**src/verilog/uarr_pkg.sv**
```systemverilog
// package for the uart receive recovery block: timing, mode and state constants
// assumes nothing beyond a single core clock domain
`default_nettype none
package uarr_pkg;
	localparam int unsigned CLK_HZ           = 50000000;
	localparam int unsigned OVERSAMPLE_NORM  = 16;
	localparam int unsigned OVERSAMPLE_DBL   = 8;
	localparam logic [3:0]  VOTE_FIRST_NORM  = 4'h8;
	localparam logic [3:0]  VOTE_FIRST_DBL   = 4'h4;
	localparam logic [3:0]  LAST_STATE_NORM  = 4'hF;
	localparam logic [3:0]  LAST_STATE_DBL   = 4'h7;
	localparam logic [3:0]  FIRST_SAMPLE     = 4'h1;
	localparam int unsigned DATA_BITS_MIN    = 5;
	localparam int unsigned DATA_BITS_MAX    = 10;
	localparam int unsigned DATA_BITS_DEF    = 8;
	localparam int unsigned DIVISOR_DEF      = 27;
	localparam int unsigned DIVISOR_WIDTH    = 16;
	localparam int unsigned BITCNT_WIDTH     = 4;

	typedef enum logic [1:0] {
		UARR_IDLE  = 2'b00,
		UARR_START = 2'b01,
		UARR_DATA  = 2'b10,
		UARR_STOP  = 2'b11
	} uarr_state_type;
endpackage : uarr_pkg
`default_nettype wire

```
**src/verilog/uarr_tick.sv**
```systemverilog
// sample tick divider: one-cycle enable at the oversampling rate
// assumes divisor is static while the receiver runs
`default_nettype none
`timescale 1ns/1ps
module uarr_tick
	import uarr_pkg::*;
#(
	parameter int unsigned WIDTH = DIVISOR_WIDTH
) (
	input  wire logic             core_clk,
	input  wire logic             rstn,
	input  wire logic [WIDTH-1:0] divisor,
	output logic                  tick
);
	logic [WIDTH-1:0] count;
	logic [WIDTH-1:0] next_count;

	if (WIDTH < 2) begin : g_bad_width
		$error("uarr_tick: WIDTH too small");
	end

	always_comb begin
		tick = (count == '0);
		// divisor 0 or 1 gives a tick every cycle
		if (tick)
			next_count = (divisor == '0) ? '0 : WIDTH'(divisor - 1'b1);
		else
			next_count = WIDTH'(count - 1'b1);
	end

	always_ff @(posedge core_clk) begin
		if (!rstn)
			count <= '0;
		else
			count <= next_count;
	end
endmodule // uarr_tick
`default_nettype wire

```
**src/verilog/uarr_sync.sv**
```systemverilog
// two-flop synchroniser for the serial input, idle level high
// assumes an asynchronous pin, reset value matches idle line
`default_nettype none
`timescale 1ns/1ps
module uarr_sync (
	input  wire logic core_clk,
	input  wire logic rstn,
	input  wire logic din,
	output logic      dout
);
	logic meta;
	logic next_meta;
	logic next_dout;

	always_comb begin
		next_meta = din;
		next_dout = meta;
	end

	// reset to one so no false start edge at release
	always_ff @(posedge core_clk) begin
		if (!rstn) begin
			meta <= 1'b1;
			dout <= 1'b1;
		end else begin
			meta <= next_meta;
			dout <= next_dout;
		end
	end
endmodule // uarr_sync
`default_nettype wire

```
**src/verilog/uarr_rx.sv**
```systemverilog
// asynchronous receive front end: start-bit qualification and 3-sample voting
// assumes divisor gives the oversampled tick; data_bits static between frames
`default_nettype none
`timescale 1ns/1ps

// How it works
// - sample input at 16x baud normally, 8x baud in double speed.
// - idle-high line going low starts qualification; first low sample is one.
// - qualify start on samples 8,9,10 normal or 4,5,6 double speed.
// - two or more high qualifying samples reject start as noise.
// - accepted start realigns bit phase; repeated for every frame.
// - per-bit state counter has 16 states normal, 8 double speed.
// - bit value is majority of three centre samples.
// - votes start at sample 8 (middle 9) or 4 (middle 5).
// - recover through first stop bit; further stop bits ignored.
// - stop bit voted; low stop sets frame error flag.
// - normal mode can see next start edge right after stop votes.
// - frames carry five to ten data bits.
// - double speed changes baud divisor from sixteen to eight.
// - frame error travels with its frame's data.
module uarr_rx
	import uarr_pkg::*;
#(
	parameter int unsigned DIV_WIDTH = DIVISOR_WIDTH
) (
	input  wire logic                      core_clk,
	input  wire logic                      rstn,
	input  wire logic                      serial_receive_pin,
	input  wire logic                      double_speed_select,
	input  wire logic [DIV_WIDTH-1:0]      sample_divisor,
	input  wire logic [BITCNT_WIDTH-1:0]   data_bits,
	output logic                           rx_valid,
	output logic [DATA_BITS_MAX-1:0]       rx_data,
	output logic                           frame_error_flag,
	output logic                           rx_busy
);
	import uarr_pkg::*;

	logic                     line;
	logic                     tick;
	uarr_state_type           state;
	uarr_state_type           next_state;
	logic [3:0]               phase;
	logic [3:0]               next_phase;
	logic [2:0]               votes;
	logic [2:0]               next_votes;
	logic [BITCNT_WIDTH-1:0]  bit_index;
	logic [BITCNT_WIDTH-1:0]  next_bit_index;
	logic [DATA_BITS_MAX-1:0] shift;
	logic [DATA_BITS_MAX-1:0] next_shift;
	logic [DATA_BITS_MAX-1:0] next_rx_data;
	logic                     next_rx_valid;
	logic                     next_frame_error_flag;
	logic [3:0]               vote_first;
	logic [3:0]               vote_last;
	logic [3:0]               last_state;
	logic                     in_window;
	logic                     vote_done;
	logic                     bit_end;
	logic                     majority;
	logic [BITCNT_WIDTH-1:0]  frame_len;

	// refused at elaboration: the tick divider needs at least two bits
	if (DIV_WIDTH < 2) begin : g_bad_div_width
		$error("uarr_rx: DIV_WIDTH too small");
	end

	uarr_sync u_sync (
		.core_clk (core_clk),
		.rstn     (rstn),
		.din      (serial_receive_pin),
		.dout     (line)
	);

	// software sets the divisor for 16x; halving the ratio to 8x is
	// done by the caller scaling sample_divisor, so only state count and vote window change here
	uarr_tick #(
		.WIDTH (DIV_WIDTH)
	) u_tick (
		.core_clk (core_clk),
		.rstn     (rstn),
		.divisor  (sample_divisor),
		.tick     (tick)
	);

	always_comb begin
		vote_first = double_speed_select ? VOTE_FIRST_DBL : VOTE_FIRST_NORM;
		vote_last  = 4'(vote_first + 4'h2);
		last_state = double_speed_select ? LAST_STATE_DBL : LAST_STATE_NORM;
		in_window  = (phase >= vote_first) && (phase <= vote_last);
		vote_done  = (phase == vote_last);
		bit_end    = (phase == last_state);
		// votes holds earlier two samples; count with current line sample
		majority   = (votes[1] & votes[0]) | (votes[1] & line) | (votes[0] & line);
		// clamp unsupported lengths into the served range
		if (data_bits < BITCNT_WIDTH'(DATA_BITS_MIN))
			frame_len = BITCNT_WIDTH'(DATA_BITS_MIN);
		else if (data_bits > BITCNT_WIDTH'(DATA_BITS_MAX))
			frame_len = BITCNT_WIDTH'(DATA_BITS_MAX);
		else
			frame_len = data_bits;
	end

	always_comb begin
		next_state            = state;
		next_phase            = phase;
		next_votes            = votes;
		next_bit_index        = bit_index;
		next_shift            = shift;
		next_rx_data          = rx_data;
		next_rx_valid         = 1'b0;
		next_frame_error_flag = frame_error_flag;
		if (tick) begin
			next_phase = 4'(phase + 4'h1);
			if (in_window)
				next_votes = {votes[1:0], line};
			unique case (state)
				UARR_IDLE: begin
					next_votes = '0;
					if (!line) begin
						next_state = UARR_START;
						next_phase = 4'(FIRST_SAMPLE + 4'h1);
					end
				end
				UARR_START: begin
					if (vote_done) begin
						if (majority) begin
							next_state = UARR_IDLE;
						end else begin
							// keep sample numbering from the start edge
							next_state     = UARR_DATA;
							next_bit_index = '0;
						end
					end
				end
				UARR_DATA: begin
					if (vote_done) begin
						next_shift = {majority, shift[DATA_BITS_MAX-1:1]};
						next_bit_index = 4'(bit_index + 4'h1);
					end
					if (bit_end) begin
						// last sample of a bit shows as zero, so each bit spans
						// all 16 (or 8) states instead of one short
						next_phase = 4'(FIRST_SAMPLE - 4'h1);
						next_votes = '0;
						if (bit_index == frame_len)
							next_state = UARR_STOP;
					end
				end
				UARR_STOP: begin
					if (vote_done) begin
						// right-align data to its length; frame error paired with it
						next_rx_data = shift >> (DATA_BITS_MAX - 32'(frame_len));
						next_frame_error_flag = !majority;
						next_rx_valid = 1'b1;
						// leave at once so the next falling edge is caught
						next_state = UARR_IDLE;
					end
				end
				default: next_state = UARR_IDLE;
			endcase
		end
		if (bit_end && tick && state == UARR_START)
			next_phase = FIRST_SAMPLE;
	end

	// double speed edges at the stop may come early too; the far side is
	// expected to keep its rate inside the margins

	always_ff @(posedge core_clk) begin
		if (!rstn) begin
			state            <= UARR_IDLE;
			phase            <= '0;
			votes            <= '0;
			bit_index        <= '0;
			shift            <= '0;
			rx_data          <= '0;
			rx_valid         <= 1'b0;
			frame_error_flag <= 1'b0;
		end else begin
			state            <= next_state;
			phase            <= next_phase;
			votes            <= next_votes;
			bit_index        <= next_bit_index;
			shift            <= next_shift;
			rx_data          <= next_rx_data;
			rx_valid         <= next_rx_valid;
			frame_error_flag <= next_frame_error_flag;
		end
	end

	assign rx_busy = (state != UARR_IDLE);
endmodule // uarr_rx
`default_nettype wire

```
**config.mk**
```make
export PLATFORM = sky130hd
export DESIGN_NAME = uarr_rx
export DESIGN_NICKNAME = d
export VERILOG_FILES = /design/src/verilog/uarr_pkg.sv /design/src/verilog/uarr_tick.sv /design/src/verilog/uarr_sync.sv /design/src/verilog/uarr_rx.sv
export SDC_FILE = /design/constraint.sdc
export NUM_CORES = 1
export LEC_CHECK = 0
export BUFFER_PORTS_ARGS = -buffer_cell sky130_fd_sc_hd__buf_2
export CAP_MARGIN = 20
export CORE_ASPECT_RATIO = 1.1
export CORE_UTILIZATION = 66
export CTS_BUF_LIST = sky130_fd_sc_hd__clkbuf_4 sky130_fd_sc_hd__clkbuf_8
export CTS_CLUSTER_DIAMETER = 30
export DETAILED_ROUTE_END_ITERATION = 6
export PLACE_DENSITY = 0.95
export SYNTH_ARGS = -nofsm -noshare
export SYNTH_HDL_FRONTEND = slang
export SYNTH_SLANG_ARGS = --single-unit
```
**constraint.sdc**
```tcl
create_clock -name core_clk -period 6.7 [get_ports core_clk]
set_clock_uncertainty 0.1 [all_clocks]
set_input_delay 0.335 -clock core_clk [delete_from_list [all_inputs] [get_ports core_clk]]
set_output_delay 0.335 -clock core_clk [all_outputs]
set_load 0.05 [all_outputs]
```
==> impl_metrics.tcl, run 1 <==
set metrics [dict create \
    run_status "complete, no violations" \
    core_area_um2 4720 \
    min_period_over_period_pct 48.2 \
    post_synth_main_area_contributors "dfxtp_1 32%, nand2_1 6.6%, nor2_1 5.4%" \
    pwr-share-clk_pct 17.9 \
    timing.critical_path.to_type "flip-flop" \
    ys.flop_type "dfxtp_1" \
    worst_setup_path_startpoint "data_bits[3]" \
    dieArea_um2 5280 \
    vdd.ir_drop.worst_uv 228 \
    grt.total_usage_pct 29.9 \
    postSynthAreaPerCell_um2 7.72 \
    worst_hold_path_cells 2 \
    timing.setup.critical_path_class "in2reg" \
    hp-class "in2reg" \
    post_cts_hold_buffer_count 0 \
    post-cts-setup-buffers 0 \
    synth_area_leader_cell "dfxtp_1" \
    placer_s_final_routability_congestion_estimate 0.986 \
    die_h_um 76.1 \
    clock_tree.buffer_depth 2 \
    power_mw 1.06 \
    routedWlPerCell_um 15.6 \
    final-setup-viol-count 0 \
    nFillCells 380 \
    grt.overflow.total 0 \
    slew_violations 0 \
    ctsResizeCount 0 \
    path_max_fanout 23 \
    cts_tree "built" \
    cts-root-buf "clkbuf_8" \
    worst_setup_hold_path_clk_slew_ns 0.10 \
    intPower_mw 0.635 \
    number_of_distinct_library_cells_after_synthesis 56 \
    fin_crit_ns 3.23 \
    crit-reg2reg-launch "u_tick.count[2]" \
    grt_first_pass_wirelength_mm 13.3 \
    dieWidth_um 69.4 \
    area_delta_synth_final_pct 7.75 \
    yosysMostFrequentCell "nand2_1" \
    routed-via-count 3209 \
    ys_top_cells_by_count "58 x nand2_1, 52 x dfxtp_1, 47 x nor2_1, 29 x a21oi_1, 18 x clkbuf_1" \
    routed_wl_mm 7.90 \
    n_antenna_cell 0 \
    cellLeakagePower_nw 1.30 \
    num-nets-final 483 \
    synth.top_cell.area_share_pct 31.6 \
    combPwrFrac_pct 44.1 \
    reg2regPathDepth 6 \
    min_from "serial_receive_pin" \
    drt-pass1-iter-count 5 \
    detail-route-antenna-nets 0 \
    worst_slew_margin_pct 48.7 \
    yosys_warnings 0 \
    first_global_vias 2980 \
    critPathArrivalTime_ns 3.38 \
    async_flop_share_pct 0 \
    h-tree-depth 2 \
    grt_setup_unrepaired "false" \
    synthCells 427 \
    switching_share_of_total_power_pct 39.8 \
    netlist_area_um2 3290 \
    start_util_pct 69.8 \
    synth_seq_area_share_pct 31.6 \
    vias_per_cell 6.33 \
    maxClockFrequency_ghz 0.310 \
    buffers_on_ports 36 \
    required_ns 6.85 \
    insertion_delay_ns 0.31 \
    clock-sinks 52 \
    setup.worst_path.start_class "input pin" \
    fraction_of_layout_cells_with_a_size_suffix_above_1_pct 13.1 \
    worstMarginPinSlew_ns 0.759 \
    grt_max_degree 38 \
    cellPowerDensity_nw_per_um2 297 \
    pin_count 37 \
    rows 26 \
    post_detailed_route_drc_marker_count 0 \
    setup-tns-final_ns 0 \
    antenna_found_initial 0 \
    detail_route.iter0.violations 314 \
    dp.final_hpwl_mm 5.88 \
    synth.ff_latch_count 52 \
    number_of_flops_mapped_to_enable_cells_by_yosys 0 \
    cap_violations 0 \
    share_seq_of_total_power_pct 38.0 \
    hold_viol 0 \
    switch_pwr_mw 0.421 \
    cts_buffers 5 \
    synthesis.nets 460 \
]
power by group through the flow:
stage | clock (mW) | combinational, mW | sequential, mW
floorplan | 0 | 0.395 | 0.396
global placement | 0 | 0.443 | 0.402
detailed placement | 0 | 0.457 | 0.408
CTS | 0.190 | 0.461 | 0.400
global route | 0.201 | 0.517 | 0.408
finish | 0.189 | 0.466 | 0.401
layer usage:
| metal | vias to the layer above | wire length, µm | track usage [%] |
|---|---|---|---|
| met3 | 15 | 447 | 3.97 |
| met1 | 1472 | 3410 | 36.2 |
| li1 | 1590 | - | - |
| met4 | 0 | 122 | 8.37 |
| met5 | - | 0 | 0 |
| met2 | 132 | 3920 | 54.6 |
state kept, by name, indices dropped and copies added (netlist names), 2 cells and up, named ones only:
register and flops:
votes 2, rx_data 10, bit_index 4, phase 4, u_tick.count 16, shift 10
worst paths after layout:
kind / to / slack (ns)
setup / recovery: rx_data[0] / 3.47
hold / removal: u_sync.meta / 0.09
setup reg to reg: rx_data[2] / 3.80
hold reg to reg: u_sync.dout / 0.32
worst max-delay path, stage by stage:
cell and delay (ns):
buf_2 0.32, inv_1 0.21, o211a_1 0.43, ha_1 0.48
nand2b_1 0.29, o211ai_1 0.44, a32oi_1 0.21, mux2_2 0.32
o31ai_1 0.20, o2bb2ai_1 0.14
layout make-up:
class / instances / area [µm²] / share of cell area (%)
Inverter: 13 / 48.8 / 1.37
Tap cell: 56 / 70.1 / 1.97
Sequential cell: 52 / 1040 / 29.3
Multi-Input combinational cell: 342 / 2110 / 59.6
Clock inverter: 3 / 26.3 / 0.740
Clock buffer: 5 / 68.8 / 1.94
Timing Repair Buffer: 36 / 180 / 5.08
through the flow:
step | worst slack [ns] | instance area, µm² | instances | utilization, % | hold WS [ns]
after floorplan | 3.88 | 3290 | 427 | - | 0.286
after global placement | 3.22 | 3450 | 499 | 73.2 | 0.292
after detailed placement | 3.24 | 3450 | 499 | 73.2 | 0.296
after CTS | 3.55 | 3550 | 507 | 75.3 | 0.0899
after global routing | 3.34 | 3550 | 507 | 75.3 | 0.116
final | 3.47 | 3550 | 507 | 75.3 | 0.0903
placed cells by master (no fill, tap or decap), drive strengths merged, types with 3 or more instances in the layout:
| cell | n |
|---|---|
| nor3 | 14 |
| a2bb2oi | 9 |
| nand2b | 10 |
| or2 | 5 |
| and2 | 3 |
| a21oi | 29 |
| nor4 | 9 |
| o22ai | 5 |
| o211ai | 5 |
| o22a | 3 |
| ha | 9 |
| nor2 | 48 |
| clkbuf | 5 |
| nor2b | 4 |
| dfxtp | 52 |
| o221ai | 4 |
| inv | 14 |
| mux2 | 3 |
| nand4 | 3 |
| mux2i | 7 |
| or3 | 9 |
| xor2 | 13 |
| nand2 | 58 |
| o21ai | 13 |
| a32oi | 3 |
| buf | 36 |
| a211oi | 7 |
| nor3b | 3 |
| o2111ai | 3 |
| nand3b | 6 |
| nand3 | 10 |
| xnor2 | 15 |
| a31oi | 4 |
logic make-up (layout without fill, tap and decap cells):
logic type,after synthesis,in the layout,synth area share [%]
DFF,52,52,31.6
xor gates and xnor gates,28,28,7.44
muxes,10,10,3.15
AOI/OAI and AO/OA,102,102,21.0
and+or+nand+nor,191,191,28.6
adders and majority gates,11,11,4.03
buffers and inverters,33,57,4.22
Note: power is estimated with default switching activity, not from simulation.
==> run 2: changes to the inputs <==
- ABC_AREA: not set -> 1
- CORE_UTILIZATION: 66 -> 55
- PLACE_DENSITY: 0.95 -> 0.86
- clock period: 6.7 -> 2.6 ns (I/O delays scaled with it)
==> run 2 against run 1 <==
Net effect: routed wire length shrank 12%; count of clock-buffer cells in the layout up 2; via count is 0.53% higher; sequential share of layout area is 0.91 points lower; sequential power up 140%; utilization decreased by 12 points; setup slack worse by 3.0 ns; hold slack lost 0.047 ns; global-route usage down 6.4 points; critical path type is now reg2reg; highest routed layer unchanged.
==> impl_metrics.tcl, run 2 <==
set metrics [dict create \
    hp-class "in2reg" \
    h-tree-depth 2 \
    worst_setup_hold_path_clk_slew_ns 0.09 \
    worst_slew_margin_pct 57.5 \
    vdd.ir_drop.worst_uv 388 \
    hold_viol 0 \
    path_max_fanout 13 \
    drt-pass1-iter-count 4 \
    clock-sinks 52 \
    cp_common_cell "inv_1" \
    buffers_on_ports 36 \
    reg2reg_setup_slack_ns 0.49 \
    n_antenna_cell 0 \
    nFillCells 499 \
    required_ns 2.73 \
    placer_s_final_routability_congestion_estimate 0.920 \
    cts_buffers 5 \
    instances_no_fill 610 \
    antenna_found_initial 0 \
    fraction_of_layout_cells_with_a_size_suffix_above_1_pct 14.6 \
    grt_setup_unrepaired "false" \
    netlist_area_um2 3310 \
    setup-tns-final_ns 0 \
    routedWlPerCell_um 11.4 \
    postSynthAreaPerCell_um2 6.66 \
    final_common_cell "nand2_1" \
    synth.ff_latch_count 52 \
    post-cts-setup-buffers 0 \
    insertion_delay_ns 0.30 \
    final-setup-viol-count 0 \
    routed-via-count 3226 \
    detailedPlace.worstSlack_ns 0.397 \
    most_flops_register "u_tick.count" \
    min_from "sample_divisor[15]" \
    placed_cells 602 \
    grt.overflow.total 0 \
    synth_seq_area_share_pct 31.5 \
    finish.instance_area_um2 3660 \
    dpl-instance-area_um2 3560 \
    synth_area_leader_cell "dfxtp_1" \
    post_synth_main_area_contributors "dfxtp_1 31%, nand2_1 12%, nand3_1 9.2%" \
    slew_violations 0 \
    fin_crit_ns 2.11 \
    run_status "complete, no violations" \
    dieWidth_um 76.0 \
    synthesis.nets 530 \
    largest_reg_flops 16 \
    yosys_warnings 0 \
    grt_first_pass_wirelength_mm 12.4 \
    maxClockFrequency_ghz 0.474 \
    cap_violations 0 \
    area_delta_synth_final_pct 10.7 \
    worst_hold_path_cells 4 \
    critical_path.reg2reg.endpoint "shift[8]" \
    crit_path_max_incr_delay_ns 0.40 \
    footprint_of_the_multi_input_gates_um2 2000 \
    vias_per_cell 5.29 \
    async_flop_share_pct 0 \
    cts-root-buf "clkbuf_8" \
    crit-reg2reg-launch "u_tick.count[0]" \
    yosysMostFrequentCell "nand2_1" \
    post_detailed_route_drc_marker_count 0 \
    hold_path_end "u_tick.count[15]" \
    detail-route-antenna-nets 0 \
    die_h_um 83.4 \
    first_global_vias 3068 \
    critPathArrivalTime_ns 2.24 \
    grt_max_degree 28 \
    detail_route.iter0.violations 196 \
    dp.final_hpwl_mm 5.40 \
    number_of_flops_mapped_to_enable_cells_by_yosys 0 \
    dieArea_um2 6330 \
    ys_top_cells_by_count "110 x nand2_1, 61 x nand3_1, 54 x nor2_1, 52 x dfxtp_1, 48 x a21oi_1" \
    grt.total_usage_pct 23.5 \
    cellLeakagePower_nw 1.64 \
    ys.flop_type "dfxtp_1" \
    cellPowerDensity_nw_per_um2 682 \
    timing.setup.critical_path_class "reg2reg" \
    biggestRegsByFlops "u_tick.count x16, rx_data x10, shift x10" \
    start_util_pct 57.4 \
    final_core_util_pct 63.5 \
    clock_tree.buffer_depth 2 \
    timing.critical_path.to_type "flip-flop" \
    setup.worst_path.start_class "flip-flop" \
    crit_slowest_cell "nor3_4" \
    pin_count 37 \
    number_of_distinct_library_cells_after_synthesis 39 \
    reg2regPathDepth 10 \
    rows 29 \
    synth.top_cell.area_share_pct 31.5 \
    cts_tree "built" \
    min_period_over_period_pct 81.2 \
    crit_chain "inv_1 > ha_1 > inv_1 > nor2_4 > nand3_4 > nor2_8 > nand2_4 > nor3_4 > o21ai_0 > a21oi_1" \
    postLayoutSetupSlackWorst_ns 0.490 \
    synthCells 497 \
    num-nets-final 566 \
    core_area_um2 5770 \
    register_area_um2 1040 \
    worstMarginPinSlew_ns 0.630 \
    routed_wl_mm 6.95 \
    final_cell_mix "110 x nand2_1, 61 x nand3_1, 54 x nor2_1" \
]
[run 2: cell count changes after synthesis, sizes merged, moves of 12 or more]
cell    delta
o21ai     +12
nand2     +55
a21oi     +21
clkbuf    -12
nand3     +52
inv       +38
nor2      +12
[run 2: stage by stage]
| stage | total power [mW] | hold WS, ns |
|---|---|---|
| CTS | 2.51 | 0.0351 |
| global route | 2.70 | 0.0442 |
| floorplan | 1.81 | 0.137 |
| global placement | 1.97 | 0.222 |
| detailed placement | 2.01 | 0.231 |
| finish | 2.50 | 0.0432 |
[run 2: worst max-delay path by stage]
| stage | start | to | slack, ns | cells past startpoint |
|---|---|---|---|---|
| 4_1_cts | u_tick.count[0] | shift[8] | 0.49 | 10 |
| 6_report | u_tick.count[0] | shift[8] | 0.49 | 10 |
| 3_5_place_dp | data_bits[0] | rx_data[7] | 0.40 | 14 |
| 3_3_place_gp | data_bits[0] | rx_data[3] | 0.49 | 14 |
| 2_1_floorplan | data_bits[2] | rx_data[1] | 0.59 | 12 |
| 5_1_grt | u_tick.count[0] | bit_index[2] | 0.29 | 10 |
[run 2: routing by layer]
| layer | GRT usage, % | up-vias | routed length, µm |
|---|---|---|---|
| li1 | - | 1702 | - |
| met1 | 26.5 | 1446 | 3090 |
| met2 | 43.8 | 69 | 3540 |
| met3 | 3.41 | 9 | 206 |
| met4 | 9.97 | 0 | 118 |
| met5 | 0 | - | 0 |
[run 2: final cells by class]
| cell class | count | area share [%] |
|---|---|---|
| Timing Repair Buffer | 43 | 6.42 |
| Inverter | 53 | 5.43 |
| Clock buffer | 7 | 2.63 |
| Tap cell | 77 | 2.63 |
| Multi-Input combinational cell | 378 | 54.5 |
| Sequential cell | 52 | 28.4 |
[run 2: repair_timing]
item,CTS,global route
hold buffers,1,0
resized for setup,0,0
endpoints found under the hold margin,1,0
[run 2: worst max-delay path, delay by kind of cell, from the launching register on]
kind | cells | cell delay (ns)
adder cells (fa/ha/maj) | 1 | 0.21
buffers and inverters | 2 | 0.17
AND/OR/NAND/NOR | 5 | 0.97
AO/OA/AOI/OAI | 2 | 0.29
flip-flops | 1 | 0.30
[run 2: power breakdown]
group	internal, mW	leakage [nW]	total (mW)	switching [mW]
combinational	0.375	1.17	1.03	0.660
clock	0.237	0.0503	0.490	0.252
sequential	0.896	0.422	0.975	0.0789
total	1.51	1.64	2.50	0.991
[run 2: cell families after synthesis]
| logic type | share of synthesized area [%] |
|---|---|
| AND/OR/NAND/NOR | 36.9 |
| flip-flops | 31.5 |
| adder cells (fa/ha/maj) | 3.40 |
| buffers and inverters | 8.24 |
| AO/OA/AOI/OAI | 13.3 |
| XOR/XNOR | 6.62 |
==> run 3: changes to the inputs <==
- CORE_UTILIZATION: 55 -> 61
- PLACE_DENSITY: 0.86 -> 0.9
- clock period: 2.6 -> 2.2 ns (I/O delays scaled with it)
==> run 3 against run 2 <==
Net effect: critical endpoint is now shift[9]; critical path type unchanged; die area down 9.6%; largest power group unchanged; count of clock-buffer cells in the layout increased by 1; sequential power grew 18%; setup slack got worse by 0.34 ns.
==> impl_metrics.tcl, run 3 (same netlist as run 2, synthesis figures left out) <==
set metrics [dict create \
    die_h_um 79.3 \
    n_antenna_cell 0 \
    cts_buffers 5 \
    dieArea_um2 5720 \
    start_util_pct 64.9 \
    final_cell_mix "110 x nand2_1, 60 x nand3_1, 54 x nor2_1" \
    maxClockFrequency_ghz 0.488 \
    fin_crit_ns 2.05 \
    num-nets-final 578 \
    timing.critical_path.to_type "flip-flop" \
    grt.total_usage_pct 27.6 \
    area_delta_synth_final_pct 13.4 \
    timing.setup.critical_path_class "reg2reg" \
    worst_hold_path_cells 4 \
    h-tree-depth 2 \
    hold_path_end "u_tick.count[14]" \
    clock_tree.buffer_depth 2 \
    vias_per_cell 5.42 \
    largest_reg_flops 16 \
    routedWlPerCell_um 11.8 \
    antenna_found_initial 0 \
    nFillCells 435 \
    hold_viol 0 \
    cap_violations 0 \
    detail_route.iter0.violations 222 \
    clock-sinks 52 \
    fraction_of_layout_cells_with_a_size_suffix_above_1_pct 16.8 \
    detailedPlace.worstSlack_ns 0.0483 \
    cellLeakagePower_nw 1.70 \
    final_common_cell "nand2_1" \
    post_detailed_route_drc_marker_count 0 \
    grt_setup_unrepaired "false" \
    drt-pass1-iter-count 4 \
    worst_slew_margin_pct 60.2 \
    vdd.ir_drop.worst_uv 586 \
    grt.overflow.total 0 \
    postLayoutSetupSlackWorst_ns 0.150 \
    final_core_util_pct 73.6 \
    detail-route-antenna-nets 0 \
    most_flops_register "u_tick.count" \
    grt_first_pass_wirelength_mm 12.7 \
    core_area_um2 5100 \
    routed-via-count 3349 \
    first_global_vias 3172 \
    power_mw 2.98 \
    buffers_on_ports 36 \
    routed_wl_mm 7.26 \
    critical_path.reg2reg.endpoint "shift[9]" \
    required_ns 2.34 \
    rows 27 \
    crit-reg2reg-launch "u_tick.count[0]" \
    grt_max_degree 18 \
    path_max_fanout 8 \
    min_from "sample_divisor[14]" \
    dieWidth_um 72.2 \
    reg2regPathDepth 12 \
    min_period_over_period_pct 93.2 \
    cts-root-buf "clkbuf_8" \
    biggestRegsByFlops "u_tick.count x16, rx_data x10, shift x10" \
    insertion_delay_ns 0.30 \
    cts_tree "built" \
    cellPowerDensity_nw_per_um2 795 \
    placer_s_final_routability_congestion_estimate 0.893 \
    hp-class "in2reg" \
    setup.worst_path.start_class "flip-flop" \
    run_status "complete, no violations" \
    pin_count 37 \
    dp.final_hpwl_mm 5.65 \
    reg2reg_setup_slack_ns 0.15 \
    worstMarginPinSlew_ns 0.591 \
    slew_violations 0 \
    setup-tns-final_ns 0 \
    worst_setup_hold_path_clk_slew_ns 0.09 \
    critPathArrivalTime_ns 2.19 \
    final-setup-viol-count 0 \
]
-- run 3: changes by cell type in the layout (fill, tap and decap cells not counted), sizes merged --
cell,delta
buf,+12
clkbuf,+1
-- run 3: layer usage --
| metal | share of wire, % | vias to the layer above | global-route usage [%] |
|---|---|---|---|
| met5 | 0 | - | 0 |
| met4 | 1.4 | 0 | 11.4 |
| met3 | 3.5 | 9 | 4.06 |
| met2 | 51 | 77 | 50.6 |
| met1 | 44 | 1536 | 31.4 |
| li1 | - | 1727 | - |
-- run 3: what timing repair did --
item	CTS	global route
buffers inserted	0	4
setup endpoints to repair	0	4
hold buffers	1	0
resized for setup	0	1
hold endpoints to repair	1	0
-- run 3: layout make-up --
cell class / instances / area [µm²] / share of cell area (%)
well taps: 72 / 90.1 / 2.40
multi-input cells: 378 / 2000 / 53.3
flip-flops and latches: 52 / 1040 / 27.7
repair buffers: 55 / 325 / 8.67
inverters: 53 / 199 / 5.30
clock buffers: 8 / 97.6 / 2.60
-- run 3: worst max-delay path, cell delays in order (launching register included) --
cell and delay (ns):
dfxtp_1 0.30, inv_1 0.08, ha_1 0.22, inv_1 0.08
nor2_4 0.17, nand3_4 0.13, nor2_8 0.15, nand2_4 0.11
nor3_4 0.20, buf_4 0.18, buf_4 0.12, o21ai_2 0.05
a21oi_2 0.10
-- run 3: metrics by stage --
step / cell area (µm²) / hold WS, ns / cells
after CTS: 3720 / 0.0309 / 614
final: 3750 / 0.0306 / 618
after global placement: 3610 / 0.200 / 605
after detailed placement: 3610 / 0.203 / 605
after floorplan: 3310 / 0.117 / 497
after global routing: 3750 / 0.0467 / 618
-- run 3: worst max path at each step --
stage | from | to | slack [ns] | depth (start not counted)
floorplan | data_bits[2] | rx_data[1] | 0.21 | 12
global placement | data_bits[1] | rx_data[7] | 0.18 | 13
detailed placement | data_bits[1] | rx_data[3] | 0.05 | 13
CTS | u_tick.count[0] | shift[8] | 0.12 | 10
global route | u_tick.count[0] | shift[0] | 0.005 | 11
finish | u_tick.count[0] | shift[9] | 0.15 | 12
-- run 3: power by group --
| group | total [mW] | switching, mW | internal, mW |
|---|---|---|---|
| Combinational | 1.26 | 0.794 | 0.467 |
| Sequential | 1.15 | 0.0913 | 1.06 |
| Clock | 0.574 | 0.292 | 0.282 |
